### src/oswc_pkg.sv
// Overview of operation
// - Stop instruction parks CPU clock high and halts the oscillator.
// - Stop instruction chains timer 3 into timer 4, loading FF and 07.
// - External interrupt restarts oscillator; CPU clock held until timer 4 overflows.
// - Wait instruction parks CPU clock high, oscillator keeps running.
// - Wait mode ends on reset, an accepted valid interrupt or the external interrupt pin.
// - Leaving wait mode resumes execution at once, no settling delay.
// - Listed display, bus, converter and fast-divided timer interrupts never wake wait.
// - Main clock stop bit set stops main oscillator, except during release from stop; sub-clock keeps running.
// - Clearing sub oscillator drive bit selects reduced drive strength.
// - Reset sets sub oscillator drive bit, selecting strong drive.
// - Clock source bits 5 and 4 choose sub-clock or display oscillator.
// - Each timer divides its count source by loaded value plus one.
// - After reset the CPU clock runs at half the main oscillator rate.
// - CPU mode bit 7 set switches CPU clock to the sub-clock.
package oswc_pkg;
  // ---------------------------------------------------------------
  // Register byte offsets
  // ---------------------------------------------------------------
  localparam logic [7:0] CPU_MODE_OFS = 8'h00;
  localparam logic [7:0] CLK_SRC_OFS = 8'h04;
  localparam logic [7:0] TMR_CFG_OFS = 8'h08;
  localparam logic [7:0] TMR_RELOAD_OFS = 8'h0C;
  localparam logic [7:0] STATUS_OFS = 8'h10;
  // ---------------------------------------------------------------
  // Field positions and reset values
  // ---------------------------------------------------------------
  localparam int LOW_SPEED_BIT = 7;
  localparam int MAIN_STOP_BIT = 6;
  localparam int SUB_DRIVE_BIT = 5;
  localparam int CLK_SRC_LO = 4;
  localparam int T3_SRC_BIT = 0;
  localparam int T3_ALT_BIT = 6;
  localparam int T3_IE_BIT = 1;
  localparam int T4_IE_BIT = 2;
  localparam logic [7:0] CPU_MODE_RST = 8'h3C;
  localparam logic [7:0] CLK_SRC_RST = 8'h00;
  localparam logic [7:0] TMR_CFG_RST = 8'h00;
  localparam logic [7:0] T3_RST = 8'hFF;
  localparam logic [7:0] T4_RST = 8'h07;
  localparam logic [7:0] T3_STOP_LOAD = 8'hFF;
  localparam logic [7:0] T4_STOP_LOAD = 8'h07;
  // ---------------------------------------------------------------
  // Timing and sizes
  // ---------------------------------------------------------------
  localparam int PRESCALE_DIV = 16;
  localparam int WAIT_BLOCK_N = 10;
  typedef enum logic [1:0] {
    OSWC_RUN,
    OSWC_WAIT,
    OSWC_STOP,
    OSWC_SETTLE
  } oswc_state_e;
endpackage

### src/oswc_sync.sv
`timescale 1ns/1ps
module oswc_sync (
  // Clock and reset
  input wire logic clk_i,
  input wire logic rst_n_i,
  // Data
  input wire logic d_i,
  output logic q_o
);
  logic meta_reg;

  always_ff @(posedge clk_i or negedge rst_n_i)
  begin
    if (!rst_n_i)
    begin
      meta_reg <= 1'b0;
      q_o <= 1'b0;
    end
    else
    begin
      meta_reg <= d_i;
      q_o <= meta_reg;
    end
  end
endmodule

### src/oswc_timer.sv
`timescale 1ns/1ps
module oswc_timer (
  // Clock and reset
  input wire logic clk_i,
  input wire logic rst_n_i,
  // Control
  input wire logic load_i,
  input wire logic [7:0] load_val_i,
  input wire logic [7:0] reload_i,
  input wire logic tick_i,
  // Result
  output logic [7:0] count_o,
  output logic ovf_o
);
  // Counts down one step per tick and reloads on the tick at zero.
  always_ff @(posedge clk_i or negedge rst_n_i)
  begin
    if (!rst_n_i)
    begin
      count_o <= 8'h00;
      ovf_o <= 1'b0;
    end
    else
    begin
      ovf_o <= 1'b0;
      if (load_i)
      begin
        count_o <= load_val_i;
      end
      else if (tick_i)
      begin
        if (count_o == 8'h00)
        begin
          count_o <= reload_i;
          ovf_o <= 1'b1;
        end
        else
        begin
          count_o <= count_o - 8'h01;
        end
      end
    end
  end
endmodule

### src/oswc_top.sv
`timescale 1ns/1ps
module oswc_top #(
  parameter int PRESCALE = oswc_pkg::PRESCALE_DIV
) (
  // Clock and reset
  input wire logic clk_i,
  input wire logic rstn_i,
  // APB slave
  input wire logic psel_i,
  input wire logic penable_i,
  input wire logic pwrite_i,
  input wire logic [7:0] paddr_i,
  input wire logic [31:0] pwdata_i,
  output logic [31:0] prdata_o,
  output logic pready_o,
  output logic pslverr_o,
  // CPU instruction strobes and interrupt acceptance
  input wire logic stop_instr_i,
  input wire logic wait_instr_i,
  input wire logic irq_valid_i,
  input wire logic [oswc_pkg::WAIT_BLOCK_N-1:0] irq_blocked_i,
  // Pins
  input wire logic ext_int_pin_i,
  input wire logic sub_clk_pin_i,
  // Clock control outputs
  output logic phi_o,
  output logic cpu_clk_gated_o,
  output logic main_osc_en_o,
  output logic sub_drive_strong_o,
  output logic [1:0] clk_src_sel_o,
  output logic timers_chained_o,
  output logic resume_o,
  output logic t3_ovf_o,
  output logic t4_ovf_o
);
  // ---------------------------------------------------------------
  // Elaboration checks
  // ---------------------------------------------------------------
  if (PRESCALE < 2 || PRESCALE > 256)
  begin : g_bad_prescale
    $error("PRESCALE must lie between 2 and 256");
  end

  // ---------------------------------------------------------------
  // Reset release and pin synchronisers
  // ---------------------------------------------------------------
  logic rst_meta_reg;
  logic rst_n;

  always_ff @(posedge clk_i or negedge rstn_i)
  begin
    if (!rstn_i)
    begin
      rst_meta_reg <= 1'b0;
      rst_n <= 1'b0;
    end
    else
    begin
      rst_meta_reg <= 1'b1;
      rst_n <= rst_meta_reg;
    end
  end

  logic ext_int_sync;
  logic sub_clk_sync;

  oswc_sync u_sync_ext (
    .clk_i(clk_i),
    .rst_n_i(rst_n),
    .d_i(ext_int_pin_i),
    .q_o(ext_int_sync)
  );

  oswc_sync u_sync_sub (
    .clk_i(clk_i),
    .rst_n_i(rst_n),
    .d_i(sub_clk_pin_i),
    .q_o(sub_clk_sync)
  );

  // ---------------------------------------------------------------
  // Registers
  // ---------------------------------------------------------------
  logic [7:0] cpu_mode_reg;
  logic [7:0] clk_src_reg;
  logic [7:0] tmr_cfg_reg;
  logic [7:0] t3_reload_reg;
  logic [7:0] t4_reload_reg;
  logic [oswc_pkg::WAIT_BLOCK_N-1:0] blocked_seen_reg;
  oswc_pkg::oswc_state_e state_reg;
  oswc_pkg::oswc_state_e state_next;

  function automatic logic [31:0] read_mux(input logic [7:0] addr, input logic [31:0] status);
    logic [31:0] r;
    r = 32'h0000_0000;
    if (addr == oswc_pkg::CPU_MODE_OFS)
    begin
      r = {24'h00_0000, cpu_mode_reg};
    end
    else if (addr == oswc_pkg::CLK_SRC_OFS)
    begin
      r = {24'h00_0000, clk_src_reg};
    end
    else if (addr == oswc_pkg::TMR_CFG_OFS)
    begin
      r = {24'h00_0000, tmr_cfg_reg};
    end
    else if (addr == oswc_pkg::TMR_RELOAD_OFS)
    begin
      r = {16'h0000, t4_reload_reg, t3_reload_reg};
    end
    else if (addr == oswc_pkg::STATUS_OFS)
    begin
      r = status;
    end
    return r;
  endfunction

  function automatic logic addr_ok(input logic [7:0] addr);
    return (addr == oswc_pkg::CPU_MODE_OFS) || (addr == oswc_pkg::CLK_SRC_OFS) ||
           (addr == oswc_pkg::TMR_CFG_OFS) || (addr == oswc_pkg::TMR_RELOAD_OFS) ||
           (addr == oswc_pkg::STATUS_OFS);
  endfunction

  // ---------------------------------------------------------------
  // APB handshake with one wait state
  // ---------------------------------------------------------------
  logic apb_commit;
  logic [7:0] t3_count;
  logic [7:0] t4_count;
  logic [31:0] status_word;

  assign apb_commit = psel_i && penable_i && pready_o;
  assign status_word = {blocked_seen_reg[6:0], |blocked_seen_reg, t4_count, t3_count,
                        main_osc_en_o, cpu_clk_gated_o, timers_chained_o,
                        3'h0, state_reg};

  always_ff @(posedge clk_i or negedge rst_n)
  begin
    if (!rst_n)
    begin
      pready_o <= 1'b0;
      prdata_o <= 32'h0000_0000;
      pslverr_o <= 1'b0;
    end
    else
    begin
      pready_o <= psel_i && penable_i && !pready_o;
      if (psel_i && penable_i && !pready_o)
      begin
        prdata_o <= pwrite_i ? 32'h0000_0000 : read_mux(paddr_i, status_word);
        pslverr_o <= !addr_ok(paddr_i);
      end
      else
      begin
        pslverr_o <= 1'b0;
      end
    end
  end

  always_ff @(posedge clk_i or negedge rst_n)
  begin
    if (!rst_n)
    begin
      cpu_mode_reg <= oswc_pkg::CPU_MODE_RST;
      clk_src_reg <= oswc_pkg::CLK_SRC_RST;
      tmr_cfg_reg <= oswc_pkg::TMR_CFG_RST;
      t3_reload_reg <= oswc_pkg::T3_RST;
      t4_reload_reg <= oswc_pkg::T4_RST;
    end
    else if (apb_commit && pwrite_i)
    begin
      if (paddr_i == oswc_pkg::CPU_MODE_OFS)
      begin
        cpu_mode_reg <= pwdata_i[7:0];
      end
      else if (paddr_i == oswc_pkg::CLK_SRC_OFS)
      begin
        clk_src_reg <= pwdata_i[7:0];
      end
      else if (paddr_i == oswc_pkg::TMR_CFG_OFS)
      begin
        tmr_cfg_reg <= pwdata_i[7:0];
      end
      else if (paddr_i == oswc_pkg::TMR_RELOAD_OFS)
      begin
        t3_reload_reg <= pwdata_i[7:0];
        t4_reload_reg <= pwdata_i[15:8];
      end
    end
  end

  // ---------------------------------------------------------------
  // Power mode state machine
  // ---------------------------------------------------------------
  logic t4_ovf;
  logic wake_wait;

  // Blocked interrupt kinds are not part of this term at all.
  assign wake_wait = irq_valid_i || ext_int_sync;

  always_comb
  begin
    state_next = state_reg;
    case (state_reg)
      oswc_pkg::OSWC_RUN:
      begin
        if (stop_instr_i)
        begin
          state_next = oswc_pkg::OSWC_STOP;
        end
        else if (wait_instr_i)
        begin
          state_next = oswc_pkg::OSWC_WAIT;
        end
      end
      oswc_pkg::OSWC_WAIT:
      begin
        if (wake_wait)
        begin
          state_next = oswc_pkg::OSWC_RUN;
        end
      end
      oswc_pkg::OSWC_STOP:
      begin
        if (ext_int_sync)
        begin
          state_next = oswc_pkg::OSWC_SETTLE;
        end
      end
      oswc_pkg::OSWC_SETTLE:
      begin
        if (t4_ovf)
        begin
          state_next = oswc_pkg::OSWC_RUN;
        end
      end
      default:
      begin
        state_next = oswc_pkg::OSWC_RUN;
      end
    endcase
  end

  always_ff @(posedge clk_i or negedge rst_n)
  begin
    if (!rst_n)
    begin
      state_reg <= oswc_pkg::OSWC_RUN;
    end
    else
    begin
      state_reg <= state_next;
    end
  end

  always_ff @(posedge clk_i or negedge rst_n)
  begin
    if (!rst_n)
    begin
      blocked_seen_reg <= '0;
    end
    else if (state_reg == oswc_pkg::OSWC_WAIT)
    begin
      blocked_seen_reg <= blocked_seen_reg | irq_blocked_i;
    end
    else if (state_next == oswc_pkg::OSWC_WAIT)
    begin
      blocked_seen_reg <= '0;
    end
  end

  // ---------------------------------------------------------------
  // Prescaler and timers 3 and 4
  // ---------------------------------------------------------------
  localparam int PW = $clog2(PRESCALE);
  localparam logic [PW-1:0] PRE_LAST = PW'(PRESCALE - 1);
  logic [PW-1:0] pre_cnt_reg;
  logic pre_tick;
  logic stop_load;
  logic chained;
  logic t3_tick;
  logic t4_tick;
  logic t3_ovf;

  // The prescaler advances in every state but stop, even with the main clock stop bit set.
  assign pre_tick = (pre_cnt_reg == PRE_LAST) && (state_reg != oswc_pkg::OSWC_STOP);
  assign stop_load = (state_reg == oswc_pkg::OSWC_RUN) && stop_instr_i;
  assign chained = (state_reg == oswc_pkg::OSWC_STOP) || (state_reg == oswc_pkg::OSWC_SETTLE);
  assign t3_tick = pre_tick;
  assign t4_tick = chained ? t3_ovf : pre_tick;

  always_ff @(posedge clk_i or negedge rst_n)
  begin
    if (!rst_n)
    begin
      pre_cnt_reg <= '0;
    end
    else if (stop_load)
    begin
      pre_cnt_reg <= '0;
    end
    else if (state_reg != oswc_pkg::OSWC_STOP)
    begin
      pre_cnt_reg <= (pre_cnt_reg == PRE_LAST) ? '0 : pre_cnt_reg + 1'b1;
    end
  end

  oswc_timer u_timer3 (
    .clk_i(clk_i),
    .rst_n_i(rst_n),
    .load_i(stop_load),
    .load_val_i(oswc_pkg::T3_STOP_LOAD),
    .reload_i(chained ? oswc_pkg::T3_STOP_LOAD : t3_reload_reg),
    .tick_i(t3_tick),
    .count_o(t3_count),
    .ovf_o(t3_ovf)
  );

  oswc_timer u_timer4 (
    .clk_i(clk_i),
    .rst_n_i(rst_n),
    .load_i(stop_load),
    .load_val_i(oswc_pkg::T4_STOP_LOAD),
    .reload_i(chained ? oswc_pkg::T4_STOP_LOAD : t4_reload_reg),
    .tick_i(t4_tick),
    .count_o(t4_count),
    .ovf_o(t4_ovf)
  );

  // ---------------------------------------------------------------
  // Clock outputs
  // ---------------------------------------------------------------
  logic gate_next;

  assign gate_next = state_next != oswc_pkg::OSWC_RUN;

  always_ff @(posedge clk_i or negedge rst_n)
  begin
    if (!rst_n)
    begin
      phi_o <= 1'b1;
      cpu_clk_gated_o <= 1'b0;
      main_osc_en_o <= 1'b1;
      sub_drive_strong_o <= 1'b1;
      clk_src_sel_o <= 2'h0;
      timers_chained_o <= 1'b0;
      resume_o <= 1'b0;
      t3_ovf_o <= 1'b0;
      t4_ovf_o <= 1'b0;
    end
    else
    begin
      cpu_clk_gated_o <= gate_next;
      if (gate_next)
      begin
        phi_o <= 1'b1;
      end
      else if (cpu_mode_reg[oswc_pkg::LOW_SPEED_BIT])
      begin
        phi_o <= sub_clk_sync;
      end
      else
      begin
        phi_o <= !phi_o;
      end
      // Stop halts the oscillator; the main clock stop bit only holds outside release.
      main_osc_en_o <= (state_next != oswc_pkg::OSWC_STOP) &&
                       ((state_next == oswc_pkg::OSWC_SETTLE) ||
                        !cpu_mode_reg[oswc_pkg::MAIN_STOP_BIT]);
      sub_drive_strong_o <= cpu_mode_reg[oswc_pkg::SUB_DRIVE_BIT];
      clk_src_sel_o <= clk_src_reg[oswc_pkg::CLK_SRC_LO+1:oswc_pkg::CLK_SRC_LO];
      timers_chained_o <= (state_next == oswc_pkg::OSWC_STOP) ||
                          (state_next == oswc_pkg::OSWC_SETTLE);
      resume_o <= (state_reg != oswc_pkg::OSWC_RUN) &&
                  (state_next == oswc_pkg::OSWC_RUN);
      // Interrupt requests stay quiet while chained so release cannot raise them.
      t3_ovf_o <= t3_ovf && !chained && tmr_cfg_reg[oswc_pkg::T3_IE_BIT];
      t4_ovf_o <= t4_ovf && !chained && tmr_cfg_reg[oswc_pkg::T4_IE_BIT];
    end
  end
endmodule
### config.mk
export PLATFORM = sky130hd
export DESIGN_NAME = oswc_top
export DESIGN_NICKNAME = d
export VERILOG_FILES = /design/src/oswc_pkg.sv /design/src/oswc_sync.sv /design/src/oswc_timer.sv /design/src/oswc_top.sv
export SDC_FILE = /design/constraint.sdc
export NUM_CORES = 1
export LEC_CHECK = 0
export ABC_CLOCK_PERIOD_IN_PS = 9810
export BUFFER_PORTS_ARGS = -buffer_cell sky130_fd_sc_hd__buf_2
export CAP_MARGIN = 5
export CORE_UTILIZATION = 54
export CTS_CLUSTER_SIZE = 16
export DETAILED_ROUTE_END_ITERATION = 10
export PLACE_DENSITY = 0.78
export SYNTH_ARGS = -nofsm -noshare
export SYNTH_HDL_FRONTEND = slang
export SYNTH_SLANG_ARGS = --single-unit
### constraint.sdc
create_clock -name clk_i -period 9.81 [get_ports clk_i]
set_input_delay 1.4715 -clock clk_i [delete_from_list [all_inputs] [get_ports clk_i]]
set_output_delay 1.4715 -clock clk_i [all_outputs]
set_load 0.1 [all_outputs]
==> results of run 1 <==
-- area by class of cell --
class	instances	area, µm²	area share [%]
Clock buffer	23	457	6.78
Clock inverter	9	95.1	1.41
Inverter	10	37.5	0.558
Multi-Input combinational cell	331	2410	35.8
Sequential cell	123	3100	46.1
Tap cell	133	166	2.47
Timing Repair Buffer	91	465	6.91
-- critical path, delay by kind of cell --
family / cells / cell delay, ns
and+or+nand+nor: 2 / 1.55
AOI/OAI and AO/OA: 2 / 0.38
buffers and inverters: 1 / 0.20
-- cells in the final DEF, fill, tap and decap left out, types with 5 or more instances in the layout --
cell         n
clkbuf_16   16
a22o_1      33
mux2_2      30
buf_2       87
nand2_1     28
ha_1         5
nand2b_1     9
dfstp_2     18
and3_1       6
o31ai_1     11
dfrtp_1    104
mux2_4      16
nor3_1      10
clkinv_2     7
nand3_1     11
inv_1        9
o21ai_0     16
or3_1        5
nor2_1      33
a21oi_1     41
nor4_1       5
mux2i_1      5
-- metal layers --
| layer | vias to the layer above | GRT usage (%) | part of all wire [%] | routed length (µm) |
|---|---|---|---|---|
| li1 | 1990 | - | - | - |
| met3 | 31 | 6.77 | 5.5 | 717 |
| met4 | 0 | 13.2 | 2.7 | 361 |
| met1 | 2200 | 35.0 | 44 | 5790 |
| met2 | 156 | 38.4 | 48 | 6260 |
| met5 | - | 0 | 0 | 0 |
-- power groups by stage --
stage | logic (W) | registers (W) | clock network, W
3_3_place_gp | 0.000142 | 0.000591 | 0
4_1_cts | 0.000147 | 0.000585 | 0.000588
6_report | 0.000148 | 0.000587 | 0.000584
2_1_floorplan | 0.000102 | 0.000593 | 0
3_5_place_dp | 0.000146 | 0.000593 | 0
5_1_grt | 0.000168 | 0.000591 | 0.000613
-- per-stage QoR --
step	total power (W)	util, %	hold slack, ns
4_1_cts	0.00132	67.6	0.351
3_3_place_gp	0.000733	62.1	0.334
5_1_grt	0.00137	67.6	0.351
6_report	0.00132	67.6	0.348
3_5_place_dp	0.000740	62.1	0.338
2_1_floorplan	0.000695	-	0.331
-- worst max path at each step --
stage               startpoint  slack, ns                  end  depth (start not counted)
floorplan                rst_n       6.16  blocked_seen_reg[0]                          0
global placement    paddr_i[3]       6.16       tmr_cfg_reg[0]                          4
detailed placement  paddr_i[3]       6.15       tmr_cfg_reg[2]                          4
CTS                 paddr_i[3]       6.69     t4_reload_reg[3]                          5
global route        paddr_i[5]       6.52         prdata_o[19]                          5
finish              paddr_i[3]       6.65          prdata_o[9]                          5
-- cells by family (layout without fill, tap and decap cells) --
| kind of cell | after synthesis | after routing |
|---|---|---|
| AO/OA/AOI/OAI | 135 | 135 |
| other | 1 | 1 |
| buffers and inverters | 32 | 133 |
| flip-flops | 123 | 123 |
| adder cells (fa/ha/maj) | 5 | 5 |
| multiplexers | 51 | 51 |
| AND/OR/NAND/NOR | 139 | 139 |
==> summary.md, run 1 <==
| Metric | Value |
|---|---|
| Inserted Diodes | 0 |
| Clock transition at the registers of the reported paths | 0.05 ns |
| Post-Synth Adder-Cell Area | 1.11% |
| Leak pwr | 3.23 nW |
| Die W | 104 µm |
| Mux cell area share after synthesis | 11.1% |
| Sw Share | 25.9% |
| Nets@finish | 639 |
| I/O pin count | 104 |
| R2R Setup Slk | 7.33 ns |
| CTS tree | done |
| Top-count cell post-synth | dfrtp_1 |
| Reg-to-Reg End | u_timer4.count_o[2] |
| DP HPWL | 8940 µm |
| Crit Path Category | input port to register |
| Status | complete, no violations |
| Top-area cell type share of the netlist area | 46.5% |
| Setup_tns | 0 ns |
| Crit path top cell by count | a22o_1 |
| Synth Area in Compound Gates | 16.5% |
| Mapped Cells | 486 |
| Max FFs per register | 32 |
| Crit path cell chain | buf_2, or4b_1, nor3_1, a22o_1, a22o_1 |
| Largest stage delay, worst path | 0.93 ns |
| Clock skew | 0.00751 ns |
| Pwr dens | 196 nW/µm² |
| Crit path required time | 10.27 ns |
| Global Route Usage Sum | 25.9% |
| Post-Synth Simple-Gate Area | 13.8% |
| Vias in the first global route | 4,354 |
| Asr flop ratio synth | 100% |
| Yosys reg bits | 123 |
| Share of layout cells above drive strength 1 | 33.7% |
| Pins Over Slew Limit | 0 |
| Peak VDD IR | 0.000128 V |
| Register area share after synthesis | 54.9% |
| Cell-internal power | 0.000977 W |
| First-pass GRT wire length | 21,600 µm |
| Slew @ Worst Pin | 1.23 ns |
| Cell row count | 36 |
| Worst-path maximum fanout | 12 |
| Clk_lat worst skew | 0.52 ns |
| Clock buffer depth | 2 |
| Cts hold-fix bufs | 0 |
| CP arrival | 3.61 ns |
| DP Area | 6180 µm² |
| Die ar. | 10,900 µm² |
| Max capacitance violation total | 0 |
| Dominant synthesized flop cell | dfrtp_1 |
| Initial Util | 56.7% |
| Yosys warning count | 0 |
| Final period util | 32.2% |
| Initial antenna violation count | 0 |
| Clk pwr share | 44.3% |
| Worst slew margin | 17.9% |
| Area contributors post-synth | dfrtp_1, dfstp_2, mux2_2 |
| Drt first pass iters | 5 |
| Clock root buffer | clkbuf_8 |
| Worst Reg-to-Reg Cells | 6 |
| Area of the core | 9950 µm² |
| Post-synth EDFFs | 0 |
| RePlAce Congestion | 0.903 |
| Largest net degree at the start of global routing | 73 |
| CP max stage cell | nor3_1 |
| Final min period | 3.16 ns |
| Vias post-DR | 4,377 |
| Setup ws final | 6.65 ns |
| CTS sink count | 123 |
| Wire length per cell | 18.2 µm |
| Routed Antenna Nets | 0 |
| Num CTS Buffers | 17 |
| Syn-to-layout area delta | 19.2% |
| Final instance area | 6730 µm² |
| Comb pwr share | 11.2% |
| Area leader, netlist | dfrtp_1 |
| Synth Net Count | 551 |
| Commonest cells in the netlist | dfrtp_1, a21oi_1, a22o_1, nor2_1, mux2_2 |
| Min-Delay Path Class | register to async pin |
| Sequential share of power | 44.5% |
| Reg-to-reg startpoint | u_timer4.count_o[0] |
| DRC violations left | 0 |
| Switching power total | 0.000341 W |
| Routed WL | 13,100 µm |
| Crit path capture type | register |
| Largest family of logic cells by synthesized area | compound AO/OA/AOI/OAI gates |
| Vias per cell | 6.08 |
| H-tree depth | 4 |
| Final Hold Fails | 0 |
| Port Buf Inserts | 87 |
| Mapped cell area | 5650 µm² |
| Post-CTS setup buffer count | 0 |
| Layout Cells excl Fill | 720 |
| RSZ-0062 raised after global routing | no |
| Fill count | 746 |
| Dpl ws | 6.15 ns |
| Detailed Route Iter0 Violations | 293 |
| Synth Area per Inst | 11.6 µm² |
| DIE HEIGHT | 104 µm |
| Post-CTS Resized | 0 |
| FMAX | 317 MHz |
| Synth cell types | 63 |
| Global route overflow | 0 |
| Placed Cells | 688 |
| Crit path launch type | input port |
| Post-synthesis xor/xnor area fraction | 0% |
| Final setup violation count | 0 |
(Power assumes the default switching activity.)
==> run 2: changes to the inputs <==
--- a/config.mk
+++ b/config.mk
@@ -5,13 +5,14 @@
 export SDC_FILE = /design/constraint.sdc
 export NUM_CORES = 1
 export LEC_CHECK = 0
-export ABC_CLOCK_PERIOD_IN_PS = 9810
+export ABC_AREA = 1
+export ABC_CLOCK_PERIOD_IN_PS = 3300
 export BUFFER_PORTS_ARGS = -buffer_cell sky130_fd_sc_hd__buf_2
 export CAP_MARGIN = 5
 export CORE_UTILIZATION = 54
 export CTS_CLUSTER_SIZE = 16
 export DETAILED_ROUTE_END_ITERATION = 10
-export PLACE_DENSITY = 0.78
+export PLACE_DENSITY = 0.77
 export SYNTH_ARGS = -nofsm -noshare
 export SYNTH_HDL_FRONTEND = slang
 export SYNTH_SLANG_ARGS = --single-unit
==> constraint.sdc (replaced) <==
create_clock -name clk_i -period 3.3 [get_ports clk_i]
set_input_delay 0.495 -clock clk_i [delete_from_list [all_inputs] [get_ports clk_i]]
set_output_delay 0.495 -clock clk_i [all_outputs]
set_load 0.1 [all_outputs]
==> run 2 against run 1 <==
Compared with the run above: combinational power rose to 7.6 times the previous value; sequential share of layout area fell by 1.8 points; synthesized area rose by 4.4%; final area rose by 4.1%; cell count rose by 33%; hold slack got worse by 0.27 ns; non-clock buffer count fell by 2; largest power group unchanged; highest routed layer unchanged.
==> summary.md, run 2 <==
| Metric | Value |
|---|---|
| Status | complete, no violations |
| Clock buffer depth | 2 (unchanged) |
| Area of the core | 10,500 µm² (+5.1%) |
| Post-synth EDFFs | 0 (unchanged) |
| Fill count | 846 (+13%) |
| Crit path max-delay family | flip-flops |
| Mapped Cells | 716 (+47%) |
| Largest stage delay, worst path | 0.64 ns (-0.29 ns) |
| Cell-internal power | 0.00325 W (+230%) |
| CP arrival | 1.69 ns (-1.92 ns) |
| CTS sink count | 123 (unchanged) |
| Sw Share | 33.6% (+7.8 points) |
| Post-layout util | 67.0% (-0.68 points) |
| Die ar. | 11,300 µm² (+4.3%) |
| Cell row count | 37 (+2.8%) |
| Switching power total | 0.00165 W (+380%) |
| Most frequent cells in the layout | nand2_1, dfrtp_1, inv_1 |
| Worst setup startpoint | state_reg[1] |
| Wire length per cell | 14.6 µm (-20%) |
| Post-CTS setup buffer count | 0 (unchanged) |
| RePlAce Congestion | 0.887 (-1.8%) |
| Largest net degree at the start of global routing | 64 (-12%) |
| Placed Cells | 922 (+34%) |
| Top-area cell type share of the netlist area | 44.6% (-1.9 points) |
| Min-Delay Path Class | input port to register |
| Syn-to-layout area delta | 18.8% |
| Multi-input combinational cell area | 2270 µm² (-5.6%) |
| Top-count cell post-synth | nand2_1 |
| Synth cell types | 35 (-44%) |
| Register area share after synthesis | 52.6% (-2.3 points) |
| CP max stage cell | dfrtp_1 |
| Leak pwr | 3.75 nW (+16%) |
| Worst-path maximum fanout | 15 (+3) |
| Vias per cell | 5.31 (-13%) |
| Final period util | 66.4% |
| Commonest non-fill, non-tap cell in the layout | nand2_1 |
| Share of layout cells above drive strength 1 | 22.2% (-12 points) |
| Vias post-DR | 5,069 (+16%) |
| H-tree depth | 4 (unchanged) |
| Pins Over Slew Limit | 0 (unchanged) |
| Drt first pass iters | 7 (+2) |
| Clk pwr share | 38.2% (-6.1 points) |
| Commonest cells in the netlist | nand2_1, dfrtp_1, inv_1 |
| Clk_lat worst skew | 0.53 ns (about the same) |
| Detailed Route Iter0 Violations | 370 (+26%) |
| Synth Area per Inst | 8.23 µm² (-29%) |
| Crit path cell chain | buf_2 |
| Max FFs per register | 32 (unchanged) |
| First-pass GRT wire length | 23,200 µm (+7.7%) |
| Comb pwr share | 23.1% (+12 points) |
| Num CTS Buffers | 17 (unchanged) |
| Die W | 106 µm (+2.1%) |
| Crit Path Category | register to output pin |
| Sequential share of power | 38.7% (-5.8 points) |
| Nets@finish | 871 (+36%) |
| DP Area | 6390 µm² (+3.5%) |
| Max capacitance violation total | 0 (unchanged) |
| Critical path depth in cells | 1 (-4) |
| Clock skew | 0.00892 ns (+0.00141 ns) |
| Crit path launch type | register |
| Routed Antenna Nets | 0 (unchanged) |
| Sequential Area | 3100 µm² (unchanged) |
| RSZ-0062 raised after global routing | no |
| Final Hold Fails | 0 (unchanged) |
| Mapped cell area | 5890 µm² (+4.4%) |
| Reg-to-reg startpoint | state_reg[1] |
| Inserted Diodes | 0 (unchanged) |
| Global route overflow | 0 (unchanged) |
| DP HPWL | 9850 µm (+10%) |
| Initial Util | 56.3% (-0.40 points) |
| Hold depth | 1 |
| Vias in the first global route | 4,963 (+14%) |
| Hold Path Origin | sub_clk_pin_i |
| Yosys reg bits | 123 (unchanged) |
| Asr flop ratio synth | 100% (unchanged) |
| CTS tree | done |
| Final instance area | 7010 µm² (+4.1%) |
| Crit path capture type | output pin |
| Area leader, netlist | dfrtp_1 |
| Area contributors post-synth | dfrtp_1, nand2_1, dfstp_2 |
| Synth Net Count | 781 (+42%) |
| Clock root buffer | clkbuf_8 |
| FMAX | 457 MHz |
| Worst Reg-to-Reg Cells | 7 (+1) |
| Peak VDD IR | 0.000433 V (+240%) |
| Routed WL | 14,000 µm (+6.5%) |
| Final min period | 2.19 ns |
| Initial antenna violation count | 0 (unchanged) |
| Clock transition at the registers of the reported paths | 0.06 ns (about the same) |
| Layout Cells excl Fill | 955 (+33%) |
| Slew @ Worst Pin | 0.808 ns (-0.421 ns) |
| Global Route Usage Sum | 26.8% (+0.95 points) |
| Pwr dens | 700 nW/µm² (+260%) |
| Port Buf Inserts | 87 (unchanged) |
| Worst slew margin | 46.1% (+28 points) |
| Dominant synthesized flop cell | dfrtp_1 |
| Final setup violation count | 0 (unchanged) |
| Yosys warning count | 0 (unchanged) |
| I/O pin count | 104 (unchanged) |
| Crit path required time | 2.80 ns (-7.47 ns) |
| DRC violations left | 0 (unchanged) |
| WP buf/inv | 1 (unchanged) |
| Setup_tns | 0 ns (unchanged) |
| DIE HEIGHT | 106 µm (+2.1%) |
==> run 2: metal layers <==
metal / track usage, % / vias to the layer above / part of all wire [%] / wire (µm)
li1: - / 2444 / - / -
met1: 33.6 / 2393 / 43 / 6010
met2: 43.0 / 193 / 48 / 6690
met3: 6.25 / 39 / 6.0 / 833
met4: 14.5 / 0 / 3.3 / 457
met5: 0 / - / 0 / 0
==> run 2: stage by stage <==
step	setup WS [ns]	power, W	hold WS, ns
6_report	1.11	0.00490	0.0772
2_1_floorplan	1.27	0.00274	0.199
4_1_cts	1.10	0.00490	0.0649
5_1_grt	0.999	0.00515	0.0552
3_3_place_gp	1.26	0.00295	0.280
3_5_place_dp	1.18	0.00301	0.283
==> run 2: worst reg2reg max path, delay by kind of cell, from the launching register on <==
| family | cells | cell delay [ns] |
|---|---|---|
| AND/OR/NAND/NOR | 5 | 1.09 |
| buffers and inverters | 2 | 0.22 |
| flip-flops | 1 | 0.64 |
==> run 2: area by class of cell <==
type	count	area share (%)
repair buffers	89	6.64
flip-flops and latches	123	44.3
multi-input cells	471	32.5
well taps	136	2.43
inverters	104	5.59
clock inverters	11	2.02
clock buffers	21	6.55
==> run 2: repair_timing <==
| action | CTS | global route |
|---|---|---|
| hold buffers | 1 | 0 |
| gates resized for setup | 0 | 0 |
| endpoints found under the hold margin | 2 | 0 |
| endpoints found under the setup margin | 0 | 0 |
==> run 2: worst paths after layout <==
| kind | end | slack (ns) |
|---|---|---|
| max in group asynchronous | t3_reload_reg[2] | 2.03 |
| worst min register to register | rst_n | 0.35 |
| worst min-delay path | u_sync_sub.meta_reg | 0.08 |
| min in group asynchronous | rst_n | 0.28 |
| worst max-delay path | timers_chained_o | 1.11 |
| worst max register to register | u_timer4.count_o[0] | 1.25 |
==> run 2: cell families after synthesis <==
| family | count (synthesis) | synth area share, % |
|---|---|---|
| buffers and inverters | 122 | 8.83 |
| AND/OR/NAND/NOR | 359 | 27.2 |
| flip-flops | 123 | 52.6 |
| adder cells (fa/ha/maj) | 5 | 1.06 |
| XOR/XNOR | 4 | 0.594 |
| AO/OA/AOI/OAI | 102 | 9.62 |
| other | 1 | 0.0636 |
==> run 2: power groups by stage <==
stage / registers (W) / logic (W) / clock network, W
4_1_cts: 0.00189 / 0.00112 / 0.00189
6_report: 0.00190 / 0.00113 / 0.00187
3_5_place_dp: 0.00191 / 0.00110 / 0
5_1_grt: 0.00192 / 0.00127 / 0.00196
3_3_place_gp: 0.00190 / 0.00104 / 0
2_1_floorplan: 0.00200 / 0.000740 / 0
==> run 3: changes to the inputs <==
--- a/config.mk
+++ b/config.mk
@@ -6,7 +6,7 @@
 export NUM_CORES = 1
 export LEC_CHECK = 0
 export ABC_AREA = 1
-export ABC_CLOCK_PERIOD_IN_PS = 3300
+export ABC_CLOCK_PERIOD_IN_PS = 2200
 export BUFFER_PORTS_ARGS = -buffer_cell sky130_fd_sc_hd__buf_2
 export CAP_MARGIN = 5
 export CORE_UTILIZATION = 54
==> constraint.sdc (replaced) <==
create_clock -name clk_i -period 2.2 [get_ports clk_i]
set_input_delay 0.33 -clock clk_i [delete_from_list [all_inputs] [get_ports clk_i]]
set_output_delay 0.33 -clock clk_i [all_outputs]
set_load 0.1 [all_outputs]
==> run 3 against run 2 <==
Compared with the run above: final area rose by 1.4%; cell count increased by 0.84%; wire length shrank 1.3%; first-iteration DRC count is 1.1% higher; count of clock-buffer cells in the layout unchanged; register-to-register slack worse by 0.77 ns; hold slack got worse by 0.067 ns; core utilization up 0.93 points; sequential cell count unchanged; total power increased by 54%; critical path depth up 1; die area is the same; critical path type unchanged.
==> summary.md, run 3 (synthesis gave the netlist of run 2 again) <==
| Metric | Value |
|---|---|
| Final Hold Fails | 0 (unchanged) |
| Vias per cell | 5.27 (-0.75%) |
| Final setup violation count | 0 (unchanged) |
| Nets@finish | 879 (+0.92%) |
| Hold Path Origin | pwdata_i[11] |
| Share of layout cells above drive strength 1 | 22.5% (+0.27 points) |
| Crit path required time | 1.87 ns (-0.93 ns) |
| Clock skew | 0.00747 ns (-0.00145 ns) |
| Wire length per cell | 14.3 µm (-2.1%) |
| Crit Path Category | register to output pin |
| Syn-to-layout area delta | 20.5% |
| Post-CTS setup buffer count | 0 (unchanged) |
| DIE HEIGHT | 106 µm (unchanged) |
| Port Buf Inserts | 87 (unchanged) |
| Vias post-DR | 5,073 (+0.079%) |
| Vias in the first global route | 4,969 (+0.12%) |
| RePlAce Congestion | 0.889 (+0.25%) |
| CP arrival | 1.62 ns (-0.07 ns) |
| Pwr dens | 1060 nW/µm² (+52%) |
| Initial antenna violation count | 0 (unchanged) |
| Final min period | 1.95 ns |
| Global Route Usage Sum | 26.9% (+0.058 points) |
| Leak pwr | 3.79 nW (+1.1%) |
| Crit path launch type | register |
| Detailed Route Iter0 Violations | 374 (+1.1%) |
| Min-Delay Path Class | input port to register |
| Initial Util | 56.3% (unchanged) |
| Routed Antenna Nets | 0 (unchanged) |
| I/O pin count | 104 (unchanged) |
| RSZ-0062 raised after global routing | no |
| Area of the core | 10,500 µm² (unchanged) |
| Reg-to-Reg End | u_timer4.count_o[3] |
| Crit path capture type | output pin |
| Max capacitance violation total | 0 (unchanged) |
| DRC violations left | 0 (unchanged) |
| Status | complete, no violations |
| FMAX | 513 MHz |
| Inserted Diodes | 0 (unchanged) |
| Clk_lat worst skew | 0.53 ns (about the same) |
| Drt first pass iters | 5 (-2) |
| H-tree depth | 4 (unchanged) |
| Global route overflow | 0 (unchanged) |
| Die ar. | 11,300 µm² (unchanged) |
| Hold depth | 3 (+2) |
| Setup_tns | 0 ns (unchanged) |
| Power Total | 0.00754 W (+54%) |
| Max FFs per register | 32 (unchanged) |
| Final instance area | 7100 µm² (+1.4%) |
| WHS | 0.00978 ns (-0.0674 ns) |
| Hold Crit Endpoint | t4_reload_reg[3] |
| Clock buffer depth | 2 (unchanged) |
| Commonest non-fill, non-tap cell in the layout | nand2_1 |
| CTS tree | done |
| Num CTS Buffers | 17 (unchanged) |
| DP HPWL | 9650 µm (-2.0%) |
| Worst-path maximum fanout | 11 (-4) |
| Largest net degree at the start of global routing | 122 (+91%) |
| Most frequent cells in the layout | nand2_1, dfrtp_1, inv_1 |
| Pins Over Slew Limit | 0 (unchanged) |
| Clock transition at the registers of the reported paths | 0.06 ns (about the same) |
| Reg-to-reg startpoint | u_timer4.count_o[0] |
| R2R Setup Slk | 0.48 ns (-0.77 ns) |
| Peak VDD IR | 0.000635 V (+47%) |
| Worst Reg-to-Reg Cells | 9 (+2) |
| Worst slew margin | 54.2% (+8.0 points) |
| Cell row count | 37 (unchanged) |
| Routed WL | 13,800 µm (-1.3%) |
| CTS sink count | 123 (unchanged) |
| First-pass GRT wire length | 23,600 µm (+1.6%) |
| Final period util | 88.6% |
| Die W | 106 µm (unchanged) |
| DP Area | 6440 µm² (+0.70%) |
| Fill count | 859 (+1.5%) |
| Clock root buffer | clkbuf_8 |
| Slew @ Worst Pin | 0.688 ns (-0.120 ns) |
==> run 3: through the flow <==
step | cells | utilization, % | setup slack, ns
after floorplan | 716 | - | 0.166
after global placement | 928 | 61.6 | 0.504
after detailed placement | 928 | 61.6 | 0.425
after CTS | 963 | 67.9 | 0.242
after global routing | 963 | 67.9 | 0.216
final | 963 | 67.9 | 0.251
==> run 3: how the worst max path moves through the flow <==
| stage | from | endpoint | slack (ns) | cells after the start |
|---|---|---|---|---|
| after CTS | state_reg[1] | timers_chained_o | 0.24 | 2 |
| after global routing | state_reg[1] | timers_chained_o | 0.22 | 2 |
| after floorplan | rst_n | blocked_seen_reg[0] | 0.17 | 0 |
| after global placement | paddr_i[5] | clk_src_reg[1] | 0.50 | 7 |
| final | state_reg[1] | timers_chained_o | 0.25 | 2 |
| after detailed placement | paddr_i[7] | clk_src_reg[1] | 0.43 | 6 |
==> run 3: area by class of cell <==
| type | count | area, µm² | share of cell area, % |
|---|---|---|---|
| sequential | 123 | 3100 | 43.7 |
| inverter | 104 | 392 | 5.51 |
| tap | 136 | 170 | 2.40 |
| multi-input combinational | 471 | 2270 | 32.0 |
| timing repair buffer | 97 | 531 | 7.47 |
| clock buffer | 21 | 439 | 6.18 |
| clock inverter | 11 | 194 | 2.73 |
==> run 3: worst max-delay path, stage by stage, from the launching register on <==
cell and delay (ns):
dfrtp_1 0.43, buf_4 0.21, buf_2 0.45
==> run 3: repair_timing <==
item	CTS	global route
gates resized for setup	0	0
hold endpoints to repair	4	0
hold buffers	3	0
==> run 3: per-layer routing <==
layer | track usage, % | up-vias | routed length [µm]
met5 | 0 | - | 0
met4 | 10.9 | 0 | 275
met3 | 5.15 | 33 | 802
met2 | 44.0 | 180 | 6780
met1 | 35.3 | 2394 | 5940
li1 | - | 2466 | -
==> run 3: where the power goes <==
group	internal [W]	total, W	switching, W
registers	0.00257	0.00281	0.000236
clock network	0.00198	0.00298	0.000999
logic	0.000519	0.00175	0.00123
total	0.00508	0.00754	0.00246
